**config.mk**
```make
export PLATFORM = sky130hd
export DESIGN_NAME = port_pin_override_logic
export DESIGN_NICKNAME = d
export VERILOG_FILES = /design/src/rtl/port_pin_pkg.sv /design/src/rtl/port_pin_override_logic.sv
export SDC_FILE = /design/constraint.sdc
export NUM_CORES = 1
export LEC_CHECK = 0
export ABC_CLOCK_PERIOD_IN_PS = 4800
export BUFFER_PORTS_ARGS = -buffer_cell sky130_fd_sc_hd__clkbuf_2
export CELL_PAD_IN_SITES_DETAIL_PLACEMENT = 1
export CELL_PAD_IN_SITES_GLOBAL_PLACEMENT = 1
export CORE_MARGIN = 2
export CORE_UTILIZATION = 34
export CTS_CLUSTER_DIAMETER = 60
export DETAILED_ROUTE_END_ITERATION = 12
export PLACE_DENSITY = 0.85
export SYNTH_ARGS = -nofsm -noshare
export SYNTH_HDL_FRONTEND = slang
export SYNTH_SLANG_ARGS = --single-unit
```
**constraint.sdc**
```tcl
create_clock -name clk_i -period 4.8 [get_ports clk_i]
set_input_delay 0.24 -clock clk_i [delete_from_list [all_inputs] [get_ports clk_i]]
set_output_delay 0.24 -clock clk_i [all_outputs]
set_load 0.005 [all_outputs]
```
**src/rtl/port_pin_pkg.sv**
```systemverilog
// Constants and carrier types for the port pin override block.
// Assumes two ports of eight pins and an AXI4-Lite bus with 8-bit addresses.
package port_pin_pkg;
  localparam int PORTS = 2;
  localparam int PINS  = 8;
  localparam int NPIN  = PORTS * PINS;
  localparam int AW    = 8;

  // ----------------------------------------------------------------
  // Register indices, byte address is four times the index
  // ----------------------------------------------------------------
  localparam logic [5:0] IDX_DIR_A  = 6'h00;
  localparam logic [5:0] IDX_LAT_A  = 6'h01;
  localparam logic [5:0] IDX_PIN_A  = 6'h02;
  localparam logic [5:0] IDX_DIR_B  = 6'h03;
  localparam logic [5:0] IDX_LAT_B  = 6'h04;
  localparam logic [5:0] IDX_PIN_B  = 6'h05;
  localparam logic [5:0] IDX_PCR    = 6'h12;
  localparam logic [5:0] IDX_GCTL   = 6'h35;

  // ----------------------------------------------------------------
  // Field positions and reset values
  // ----------------------------------------------------------------
  localparam int PCR_PULL_OFF_LSB = 0;
  localparam int PCR_BRK_MAKE_LSB = 4;
  localparam int GCTL_PULL_OFF    = 4;
  localparam int GCTL_BSU     = 5;
  localparam int GCTL_BSO     = 6;
  localparam logic [7:0] PCR_RESET  = 8'h00;
  localparam logic [7:0] GCTL_RESET = 8'h00;
  localparam logic [7:0] PCR_MASK   = 8'h33;
  localparam logic [7:0] GCTL_MASK  = 8'h70;

  localparam logic [1:0] RESP_OKAY   = 2'h0;
  localparam logic [1:0] RESP_DECERR = 2'h3;

  // ----------------------------------------------------------------
  // Override signals from the alternate-function modules, one bit a pin
  // ----------------------------------------------------------------
  typedef struct packed {
    logic [NPIN-1:0] pullup_ovr_en;
    logic [NPIN-1:0] pullup_ovr_val;
    logic [NPIN-1:0] dir_ovr_en;
    logic [NPIN-1:0] dir_ovr_val;
    logic [NPIN-1:0] outval_ovr_en;
    logic [NPIN-1:0] outval_ovr_val;
    logic [NPIN-1:0] latch_toggle_ovr;
    logic [NPIN-1:0] inen_ovr_en;
    logic [NPIN-1:0] inen_ovr_val;
  } ovr_t;

  // Pad-side signals, one bit a pin
  typedef struct packed {
    logic [NPIN-1:0] out;
    logic [NPIN-1:0] oe_n;
    logic [NPIN-1:0] pullup_en;
  } pad_drive_t;
endpackage

```
**src/rtl/port_pin_override_logic.sv**
```systemverilog
// Port pin override logic with its control registers on AXI4-Lite.
// Assumes override inputs come from logic on clk_i; pad inputs are asynchronous.
//
// Notes on behaviour
// - Pull-up only at dir 0, latch 1, enabled
// - Pull-up override value wins when enabled
// - Driver enable from override or direction bit
// - Override value switches driver regardless of direction
// - Driven level from override value or latch
// - Toggle override inverts the latch bit
// - Input enable from sleep state or override
// - Input override value ignores sleep state
// - Raw input to peripherals is unsynchronised
// - Strobes per port, sleep and pull-off global
// - Global bit 4 disables every pull-up not under override
// - Bits 5:4 enable break-before-make per port
// - Bits 1:0 disable pull-ups per port
// - Break-before-make gap lasts one clock
// - No gap when turning output to input
// - Sleep clamps inputs except enabled interrupts
//
// The implementer's own choice: the AXI4-Lite interface to the registers.
`timescale 1ns/1ps
module port_pin_override_logic (
  // Clock and reset
  input  wire logic                                  clk_i,
  input  wire logic                                  reset_i,
  // AXI4-Lite slave
  input  wire logic [port_pin_pkg::AW-1:0]           s_axi_awaddr,
  input  wire logic                                  s_axi_awvalid,
  output logic                                       s_axi_awready,
  input  wire logic [31:0]                           s_axi_wdata,
  input  wire logic [3:0]                            s_axi_wstrb,
  input  wire logic                                  s_axi_wvalid,
  output logic                                       s_axi_wready,
  output logic [1:0]                                 s_axi_bresp,
  output logic                                       s_axi_bvalid,
  input  wire logic                                  s_axi_bready,
  input  wire logic [port_pin_pkg::AW-1:0]           s_axi_araddr,
  input  wire logic                                  s_axi_arvalid,
  output logic                                       s_axi_arready,
  output logic [31:0]                                s_axi_rdata,
  output logic [1:0]                                 s_axi_rresp,
  output logic                                       s_axi_rvalid,
  input  wire logic                                  s_axi_rready,
  // Alternate-function side
  input  wire port_pin_pkg::ovr_t                    ovr_i,
  output logic [port_pin_pkg::NPIN-1:0]              alt_raw_input_o,
  // Sleep controller
  input  wire logic                                  sleep_i,
  input  wire logic [port_pin_pkg::NPIN-1:0]         ext_int_en_i,
  // Pads
  input  wire logic [port_pin_pkg::NPIN-1:0]         pad_in_i,
  output port_pin_pkg::pad_drive_t                   pad_o
);
  localparam int NPIN  = port_pin_pkg::NPIN;
  localparam int PINS  = port_pin_pkg::PINS;
  localparam int PORTS = port_pin_pkg::PORTS;

  // ----------------------------------------------------------------
  // State
  // ----------------------------------------------------------------
  logic [NPIN-1:0] dir_reg, dir_next;
  logic [NPIN-1:0] latch_reg, latch_next;
  logic [NPIN-1:0] hold_reg, hold_next;
  logic [NPIN-1:0] sync1_reg, sync2_reg;
  logic [7:0]      pcr_reg, pcr_next;
  logic [7:0]      gctl_reg, gctl_next;
  logic [5:0]      awidx_reg, awidx_next;
  logic            awv_reg, awv_next;
  logic [7:0]      wdata_reg, wdata_next;
  logic            wv_reg, wv_next;
  logic            bvalid_reg, bvalid_next;
  logic [1:0]      bresp_reg, bresp_next;
  logic            rvalid_reg, rvalid_next;
  logic [7:0]      rdata_reg, rdata_next;
  logic [1:0]      rresp_reg, rresp_next;

  logic [NPIN-1:0] inen;
  logic [NPIN-1:0] latch_eff;
  logic [NPIN-1:0] drv_en;
  logic [PORTS-1:0] port_pull_off;
  logic [PORTS-1:0] port_brk_make;
  logic            do_write;

  // ----------------------------------------------------------------
  // Pin muxing, no clock in these paths
  // ----------------------------------------------------------------
  always_comb begin
    for (int p = 0; p < PORTS; p++) begin
      port_pull_off[p] = pcr_reg[port_pin_pkg::PCR_PULL_OFF_LSB + p]
                         | gctl_reg[port_pin_pkg::GCTL_PULL_OFF];
      port_brk_make[p] = pcr_reg[port_pin_pkg::PCR_BRK_MAKE_LSB + p];
    end
    for (int i = 0; i < NPIN; i++) begin
      latch_eff[i] = latch_reg[i] ^ ovr_i.latch_toggle_ovr[i];
      if (ovr_i.pullup_ovr_en[i]) begin
        pad_o.pullup_en[i] = ovr_i.pullup_ovr_val[i];
      end else begin
        pad_o.pullup_en[i] = !dir_reg[i] && latch_reg[i] && !port_pull_off[i / PINS];
      end
      if (ovr_i.dir_ovr_en[i]) begin
        drv_en[i] = ovr_i.dir_ovr_val[i];
      end else begin
        drv_en[i] = dir_reg[i] && !hold_reg[i];
      end
      pad_o.oe_n[i] = !drv_en[i];
      pad_o.out[i]  = drv_en[i] && (ovr_i.outval_ovr_en[i] ? ovr_i.outval_ovr_val[i]
                                                          : latch_eff[i]);
      if (ovr_i.inen_ovr_en[i]) begin
        inen[i] = ovr_i.inen_ovr_val[i];
      end else begin
        inen[i] = !sleep_i || ext_int_en_i[i];
      end
    end
  end

  // Clamped input feeds peripherals straight, each peripheral synchronises it
  assign alt_raw_input_o = pad_in_i & inen;

  // ----------------------------------------------------------------
  // Pin read synchroniser
  // ----------------------------------------------------------------
  always_ff @(posedge clk_i or posedge reset_i) begin
    if (reset_i) begin
      sync1_reg <= '0;
      sync2_reg <= '0;
    end else begin
      sync1_reg <= alt_raw_input_o;
      sync2_reg <= sync1_reg;
    end
  end

  // ----------------------------------------------------------------
  // Bus handshake and register file
  // ----------------------------------------------------------------
  assign s_axi_awready = !awv_reg && !bvalid_reg;
  assign s_axi_wready  = !wv_reg && !bvalid_reg;
  assign s_axi_arready = !rvalid_reg;
  assign s_axi_bvalid  = bvalid_reg;
  assign s_axi_bresp   = bresp_reg;
  assign s_axi_rvalid  = rvalid_reg;
  assign s_axi_rresp   = rresp_reg;
  assign s_axi_rdata   = {24'h000000, rdata_reg};
  assign do_write      = awv_reg && wv_reg;

  always_comb begin
    logic [5:0] ridx;
    logic [PINS-1:0] wv;
    int pin_idx;
    ridx        = s_axi_araddr[7:2];
    wv          = wdata_reg[PINS-1:0];
    pin_idx     = 0;
    dir_next    = dir_reg;
    latch_next  = latch_reg;
    hold_next   = '0;
    pcr_next    = pcr_reg;
    gctl_next   = gctl_reg;
    awidx_next  = awidx_reg;
    awv_next    = awv_reg;
    wdata_next  = wdata_reg;
    wv_next     = wv_reg;
    bvalid_next = bvalid_reg && !s_axi_bready;
    bresp_next  = bresp_reg;
    rvalid_next = rvalid_reg && !s_axi_rready;
    rdata_next  = rdata_reg;
    rresp_next  = rresp_reg;
    if (s_axi_awvalid && s_axi_awready) begin
      awidx_next = s_axi_awaddr[7:2];
      awv_next   = 1'b1;
    end
    // Only byte lane 0 carries data; with its strobe low the write stores zero,
    // which keeps a stored strobe out of the write path
    if (s_axi_wvalid && s_axi_wready) begin
      wdata_next = s_axi_wstrb[0] ? s_axi_wdata[7:0] : 8'h00;
      wv_next    = 1'b1;
    end
    if (do_write) begin
      awv_next    = 1'b0;
      wv_next     = 1'b0;
      bvalid_next = 1'b1;
      bresp_next  = port_pin_pkg::RESP_OKAY;
      case (awidx_reg)
        port_pin_pkg::IDX_DIR_A, port_pin_pkg::IDX_DIR_B: begin
          for (int k = 0; k < PINS; k++) begin
            pin_idx = (awidx_reg == port_pin_pkg::IDX_DIR_B) ? PINS + k : k;
            dir_next[pin_idx] = wv[k];
            // Tri-state gap only on a rising direction bit
            hold_next[pin_idx] = port_brk_make[pin_idx / PINS] && wv[k] && !dir_reg[pin_idx];
          end
        end
        port_pin_pkg::IDX_LAT_A: latch_next[PINS-1:0]    = wv;
        port_pin_pkg::IDX_LAT_B: latch_next[NPIN-1:PINS] = wv;
        port_pin_pkg::IDX_PIN_A: latch_next[PINS-1:0]    = latch_reg[PINS-1:0] ^ wv;
        port_pin_pkg::IDX_PIN_B: latch_next[NPIN-1:PINS] = latch_reg[NPIN-1:PINS] ^ wv;
        port_pin_pkg::IDX_PCR:   pcr_next  = wdata_reg & port_pin_pkg::PCR_MASK;
        port_pin_pkg::IDX_GCTL:  gctl_next = wdata_reg & port_pin_pkg::GCTL_MASK;
        default: bresp_next = port_pin_pkg::RESP_DECERR;
      endcase
    end
    if (s_axi_arvalid && s_axi_arready) begin
      rvalid_next = 1'b1;
      rresp_next  = port_pin_pkg::RESP_OKAY;
      case (ridx)
        port_pin_pkg::IDX_DIR_A: rdata_next = dir_reg[PINS-1:0];
        port_pin_pkg::IDX_DIR_B: rdata_next = dir_reg[NPIN-1:PINS];
        port_pin_pkg::IDX_LAT_A: rdata_next = latch_reg[PINS-1:0];
        port_pin_pkg::IDX_LAT_B: rdata_next = latch_reg[NPIN-1:PINS];
        port_pin_pkg::IDX_PIN_A: rdata_next = sync2_reg[PINS-1:0];
        port_pin_pkg::IDX_PIN_B: rdata_next = sync2_reg[NPIN-1:PINS];
        port_pin_pkg::IDX_PCR:   rdata_next = pcr_reg;
        port_pin_pkg::IDX_GCTL:  rdata_next = gctl_reg;
        default: begin
          rdata_next = 8'h00;
          rresp_next = port_pin_pkg::RESP_DECERR;
        end
      endcase
    end
  end

  always_ff @(posedge clk_i or posedge reset_i) begin
    if (reset_i) begin
      dir_reg    <= '0;
      latch_reg  <= '0;
      hold_reg   <= '0;
      pcr_reg    <= port_pin_pkg::PCR_RESET;
      gctl_reg   <= port_pin_pkg::GCTL_RESET;
      awidx_reg  <= 6'h00;
      awv_reg    <= 1'b0;
      wdata_reg  <= 8'h00;
      wv_reg     <= 1'b0;
      bvalid_reg <= 1'b0;
      bresp_reg  <= 2'h0;
      rvalid_reg <= 1'b0;
      rdata_reg  <= 8'h00;
      rresp_reg  <= 2'h0;
    end else begin
      dir_reg    <= dir_next;
      latch_reg  <= latch_next;
      hold_reg   <= hold_next;
      pcr_reg    <= pcr_next;
      gctl_reg   <= gctl_next;
      awidx_reg  <= awidx_next;
      awv_reg    <= awv_next;
      wdata_reg  <= wdata_next;
      wv_reg     <= wv_next;
      bvalid_reg <= bvalid_next;
      bresp_reg  <= bresp_next;
      rvalid_reg <= rvalid_next;
      rdata_reg  <= rdata_next;
      rresp_reg  <= rresp_next;
    end
  end
endmodule

```
==> flow_metrics.tcl <==
set metrics [dict create \
    run_status "complete, but fails checks" \
    failing_checks "negative hold slack" \
    antennaDiodeCount 0 \
    firstDrtPassIters 4 \
    postSynth.asyncResetShare 1.00 \
    static-leakage-power_nw 4.19 \
    path_class "reg2reg" \
    io_pins 341 \
    worst-path-max-fanout 12 \
    headroom_to_the_max_slew_limit 0.350 \
    nNetsFinal 1152 \
    grt_overflow_total 0 \
    worst_setup_path_startpoint "awidx_reg[5]$_DFFE_PP0P_" \
    drcViolationCount 0 \
    cts_buffer_depth 2 \
    final.period_utilization 0.551 \
    clkSlewWorstSetupHoldPaths_ns 0.05 \
    h-tree-depth 4 \
    netlist_top_cells_area "sky130_fd_sc_hd__dfrtp_1 47%, sky130_fd_sc_hd__mux2_2 5.7%, sky130_fd_sc_hd__nand2_1 4.2%" \
    number_of_buffers_inserted_for_hold_repair_after_clock_tree_synthesis 2 \
    synth-seq-area-share 0.472 \
    tritoncts_buffers 17 \
    critical_path.reg2reg.startpoint "awidx_reg[5]$_DFFE_PP0P_" \
    slew_violations 0 \
    via_cell_ratio 5.16 \
    io_buffers 285 \
    grt_start_max_net_pins 72 \
    hold_violations 3 \
    class_of_the_tightest_hold_or_removal_check "in2async" \
    critPathLaunchType "flop" \
    cap_violations 0 \
    design_area_final_mm2 0.00820 \
    finalWorstPathRequiredPeriod_ns 2.64 \
    synth_cell_types 49 \
    final-setup-viol-count 0 \
    synthFlopType "sky130_fd_sc_hd__dfrtp_1" \
    placedInstanceArea_mm2 0.00758 \
    clock_insertion_delay_worst_skew_ns 0.42 \
    wl_um 21800 \
    final_antenna_net_count 0 \
    numClockSinks 115 \
    report.power.total_mw 3.35 \
    synth_edf_count 0 \
    power.density_cell_area_mw_per_mm2 408 \
    grt_antenna_before_repair 0 \
    ys_ff_latch 115 \
    post_layout_nonfiller_instances 1153 \
    fp.coreArea_mm2 0.0174 \
    critical_path_arrival_ns 2.96 \
    fin_util 0.471 \
    grt_pass1_wl_um 32500 \
    die_x_um 138 \
    synth.top_cell.area_share 0.472 \
    finalWeightedCongestion 0.809 \
    ys_warn_count 0 \
    first_global_vias 6188 \
    worst_slew_pin_slew_ns 0.967 \
    track_usage 0.230 \
    dr.first_iter.drc_count 348 \
    rr_worst_depth 5 \
    floorplan.die.height_um 138 \
    clock.fmax_mhz 378 \
    flow.area_growth_from_synthesis_pct 34.4 \
    post_cts_resized 0 \
    average_footprint_of_a_synthesized_cell_um2 9.55 \
    start_util 0.350 \
    ratio_of_cells_with_drive_above_1_in_the_final_layout 0.391 \
    hold_slack_ns -0.00877 \
    synth_area_mm2 0.00610 \
    dp_hpwl_um 17100 \
    synthCells 639 \
    timing.clock.skew_ns 0.00808 \
    dieArea_mm2 0.0190 \
    cell_chosen_for_the_clock_root "sky130_fd_sc_hd__clkbuf_16" \
    rsz0062_at_grt "no" \
    dpl.cell_count 1120 \
    ir_drop_uv 279 \
    post-cts-setup-buffers 0 \
    worst-endpoint-required_ns 5.12 \
    yosysTopAreaCell "sky130_fd_sc_hd__dfrtp_1" \
    floorplan_row_count 48 \
    dr_total_vias 5947 \
    end_kind "flop" \
    fin_setup_tns_ns 0 \
    tritoncts "built" \
    route.detailed.wl_per_inst_um 18.9 \
]
[placed cells by master, fill, tap and decap left out, types with 2 or more instances in the layout]
master,instances
sky130_fd_sc_hd__and3_1,10
sky130_fd_sc_hd__clkbuf_16,17
sky130_fd_sc_hd__a211oi_1,2
sky130_fd_sc_hd__mux2i_1,15
sky130_fd_sc_hd__mux4_2,4
sky130_fd_sc_hd__nor4_1,2
sky130_fd_sc_hd__or3_1,3
sky130_fd_sc_hd__a311oi_2,8
sky130_fd_sc_hd__o21ai_1,2
sky130_fd_sc_hd__a32o_1,3
sky130_fd_sc_hd__clkinv_2,5
sky130_fd_sc_hd__nor2b_1,2
sky130_fd_sc_hd__inv_1,56
sky130_fd_sc_hd__nor3b_1,22
sky130_fd_sc_hd__nand2b_1,7
sky130_fd_sc_hd__a21oi_1,48
sky130_fd_sc_hd__o22ai_1,4
sky130_fd_sc_hd__clkbuf_2,285
sky130_fd_sc_hd__xor2_1,9
sky130_fd_sc_hd__or2_1,2
sky130_fd_sc_hd__clkbuf_1,3
sky130_fd_sc_hd__nand3_1,3
sky130_fd_sc_hd__mux2_2,31
sky130_fd_sc_hd__dfrtp_1,115
sky130_fd_sc_hd__a31oi_1,16
sky130_fd_sc_hd__and2_1,2
sky130_fd_sc_hd__xnor2_1,16
sky130_fd_sc_hd__o41ai_1,16
sky130_fd_sc_hd__nand2_1,68
sky130_fd_sc_hd__bufinv_16,4
sky130_fd_sc_hd__conb_1,24
sky130_fd_sc_hd__or2_2,3
sky130_fd_sc_hd__dlygate4sd3_1,2
sky130_fd_sc_hd__o21ai_0,37
sky130_fd_sc_hd__nor2_1,55
sky130_fd_sc_hd__nand4_1,5
sky130_fd_sc_hd__nor3_1,5
[per-stage QoR]
step | hold WS (ns) | setup WS (ns)
2_1_floorplan | 0.331 | 1.52
3_3_place_gp | 0.335 | 2.35
3_5_place_dp | 0.336 | 2.25
4_1_cts | 0.0230 | 2.19
5_1_grt | 0.0472 | 1.93
6_report | -0.00877 | 2.16
[kinds of logic (layout without fill, tap and decap cells)]
logic type / Yosys count / in the layout / share of synthesized area
mux: 50 / 50 / 0.0966
compound gates: 144 / 144 / 0.153
buf+inv: 110 / 376 / 0.0882
simple gates: 194 / 194 / 0.154
flops: 115 / 115 / 0.472
other cells: 1 / 24 / 0.000615
xor+xnor: 25 / 25 / 0.0359
[layout make-up]
type | instances | area, µm²
fill | 2111 | 9220
tap | 225 | 282
timing repair buffer | 288 | 1450
sequential | 115 | 2880
multi-input combinational | 437 | 2770
clock inverter | 11 | 161
clock buffer | 20 | 437
inverter | 57 | 216
[layer usage]
| layer | global-route usage | up-vias | share of wire | routed length (µm) |
|---|---|---|---|---|
| li1 | - | 2728 | - | - |
| met5 | 0 | - | 0 | 0 |
| met4 | 0.0737 | 0 | 0.021 | 456 |
| met1 | 0.248 | 2881 | 0.37 | 8020 |
| met3 | 0.0563 | 33 | 0.086 | 1870 |
| met2 | 0.439 | 305 | 0.52 | 11400 |
[critical path, stage by stage (launching register included)]
cell,delay [ns]
sky130_fd_sc_hd__dfrtp_1,0.43
sky130_fd_sc_hd__nor2_1,0.21
sky130_fd_sc_hd__nand4_1,0.68
sky130_fd_sc_hd__nor2_1,0.61
sky130_fd_sc_hd__nand2_1,0.33
sky130_fd_sc_hd__nor3b_1,0.29
[synthesized netlist by cell type, types with 2 or more instances]
master / number
sky130_fd_sc_hd__buf_4: 27
sky130_fd_sc_hd__and2_1: 2
sky130_fd_sc_hd__and3_1: 10
sky130_fd_sc_hd__nand3_1: 3
sky130_fd_sc_hd__buf_2: 7
sky130_fd_sc_hd__mux4_2: 4
sky130_fd_sc_hd__a21oi_1: 48
sky130_fd_sc_hd__or2_2: 3
sky130_fd_sc_hd__nor4_1: 2
sky130_fd_sc_hd__o21ai_0: 37
sky130_fd_sc_hd__or3_1: 3
sky130_fd_sc_hd__clkbuf_1: 16
sky130_fd_sc_hd__a32o_1: 3
sky130_fd_sc_hd__nand4_1: 5
sky130_fd_sc_hd__mux2_2: 31
sky130_fd_sc_hd__mux2i_1: 15
sky130_fd_sc_hd__o41ai_1: 16
sky130_fd_sc_hd__a311oi_2: 8
sky130_fd_sc_hd__xnor2_1: 16
sky130_fd_sc_hd__o22ai_1: 4
sky130_fd_sc_hd__nand2b_1: 7
sky130_fd_sc_hd__a31oi_1: 16
sky130_fd_sc_hd__nand2_1: 68
sky130_fd_sc_hd__nor2b_1: 2
sky130_fd_sc_hd__o21ai_1: 2
sky130_fd_sc_hd__nor3b_1: 22
sky130_fd_sc_hd__buf_6: 2
sky130_fd_sc_hd__dfrtp_1: 115
sky130_fd_sc_hd__a211oi_1: 2
sky130_fd_sc_hd__nor2_1: 55
sky130_fd_sc_hd__nor3_1: 5
sky130_fd_sc_hd__xor2_1: 9
sky130_fd_sc_hd__inv_1: 57
sky130_fd_sc_hd__or2_1: 2
[path summary, 6_finish.rpt]
path / to / slack [ns]
max: hold_reg[11]$_DFF_PP0_ / 2.16
min: s_axi_bvalid$_DFF_PP0_ / -0.009
max reg2reg: hold_reg[11]$_DFF_PP0_ / 2.16
min reg2reg: sync2_reg[0]$_DFF_PP0_ / 0.35
max in group asynchronous: rdata_reg[7]$_DFFE_PP0P_ / 3.70
min in group clk_i: awidx_reg[1]$_DFFE_PP0P_ / 0.06
[power breakdown]
part           switching, mW  internal, mW  leakage (nW)  total [mW]
logic                  0.349         0.332          2.37       0.681
registers              0.257          1.11          1.52        1.37
clock network          0.435         0.859         0.293        1.29
No activity file was read; power rests on OpenSTA's default activity.
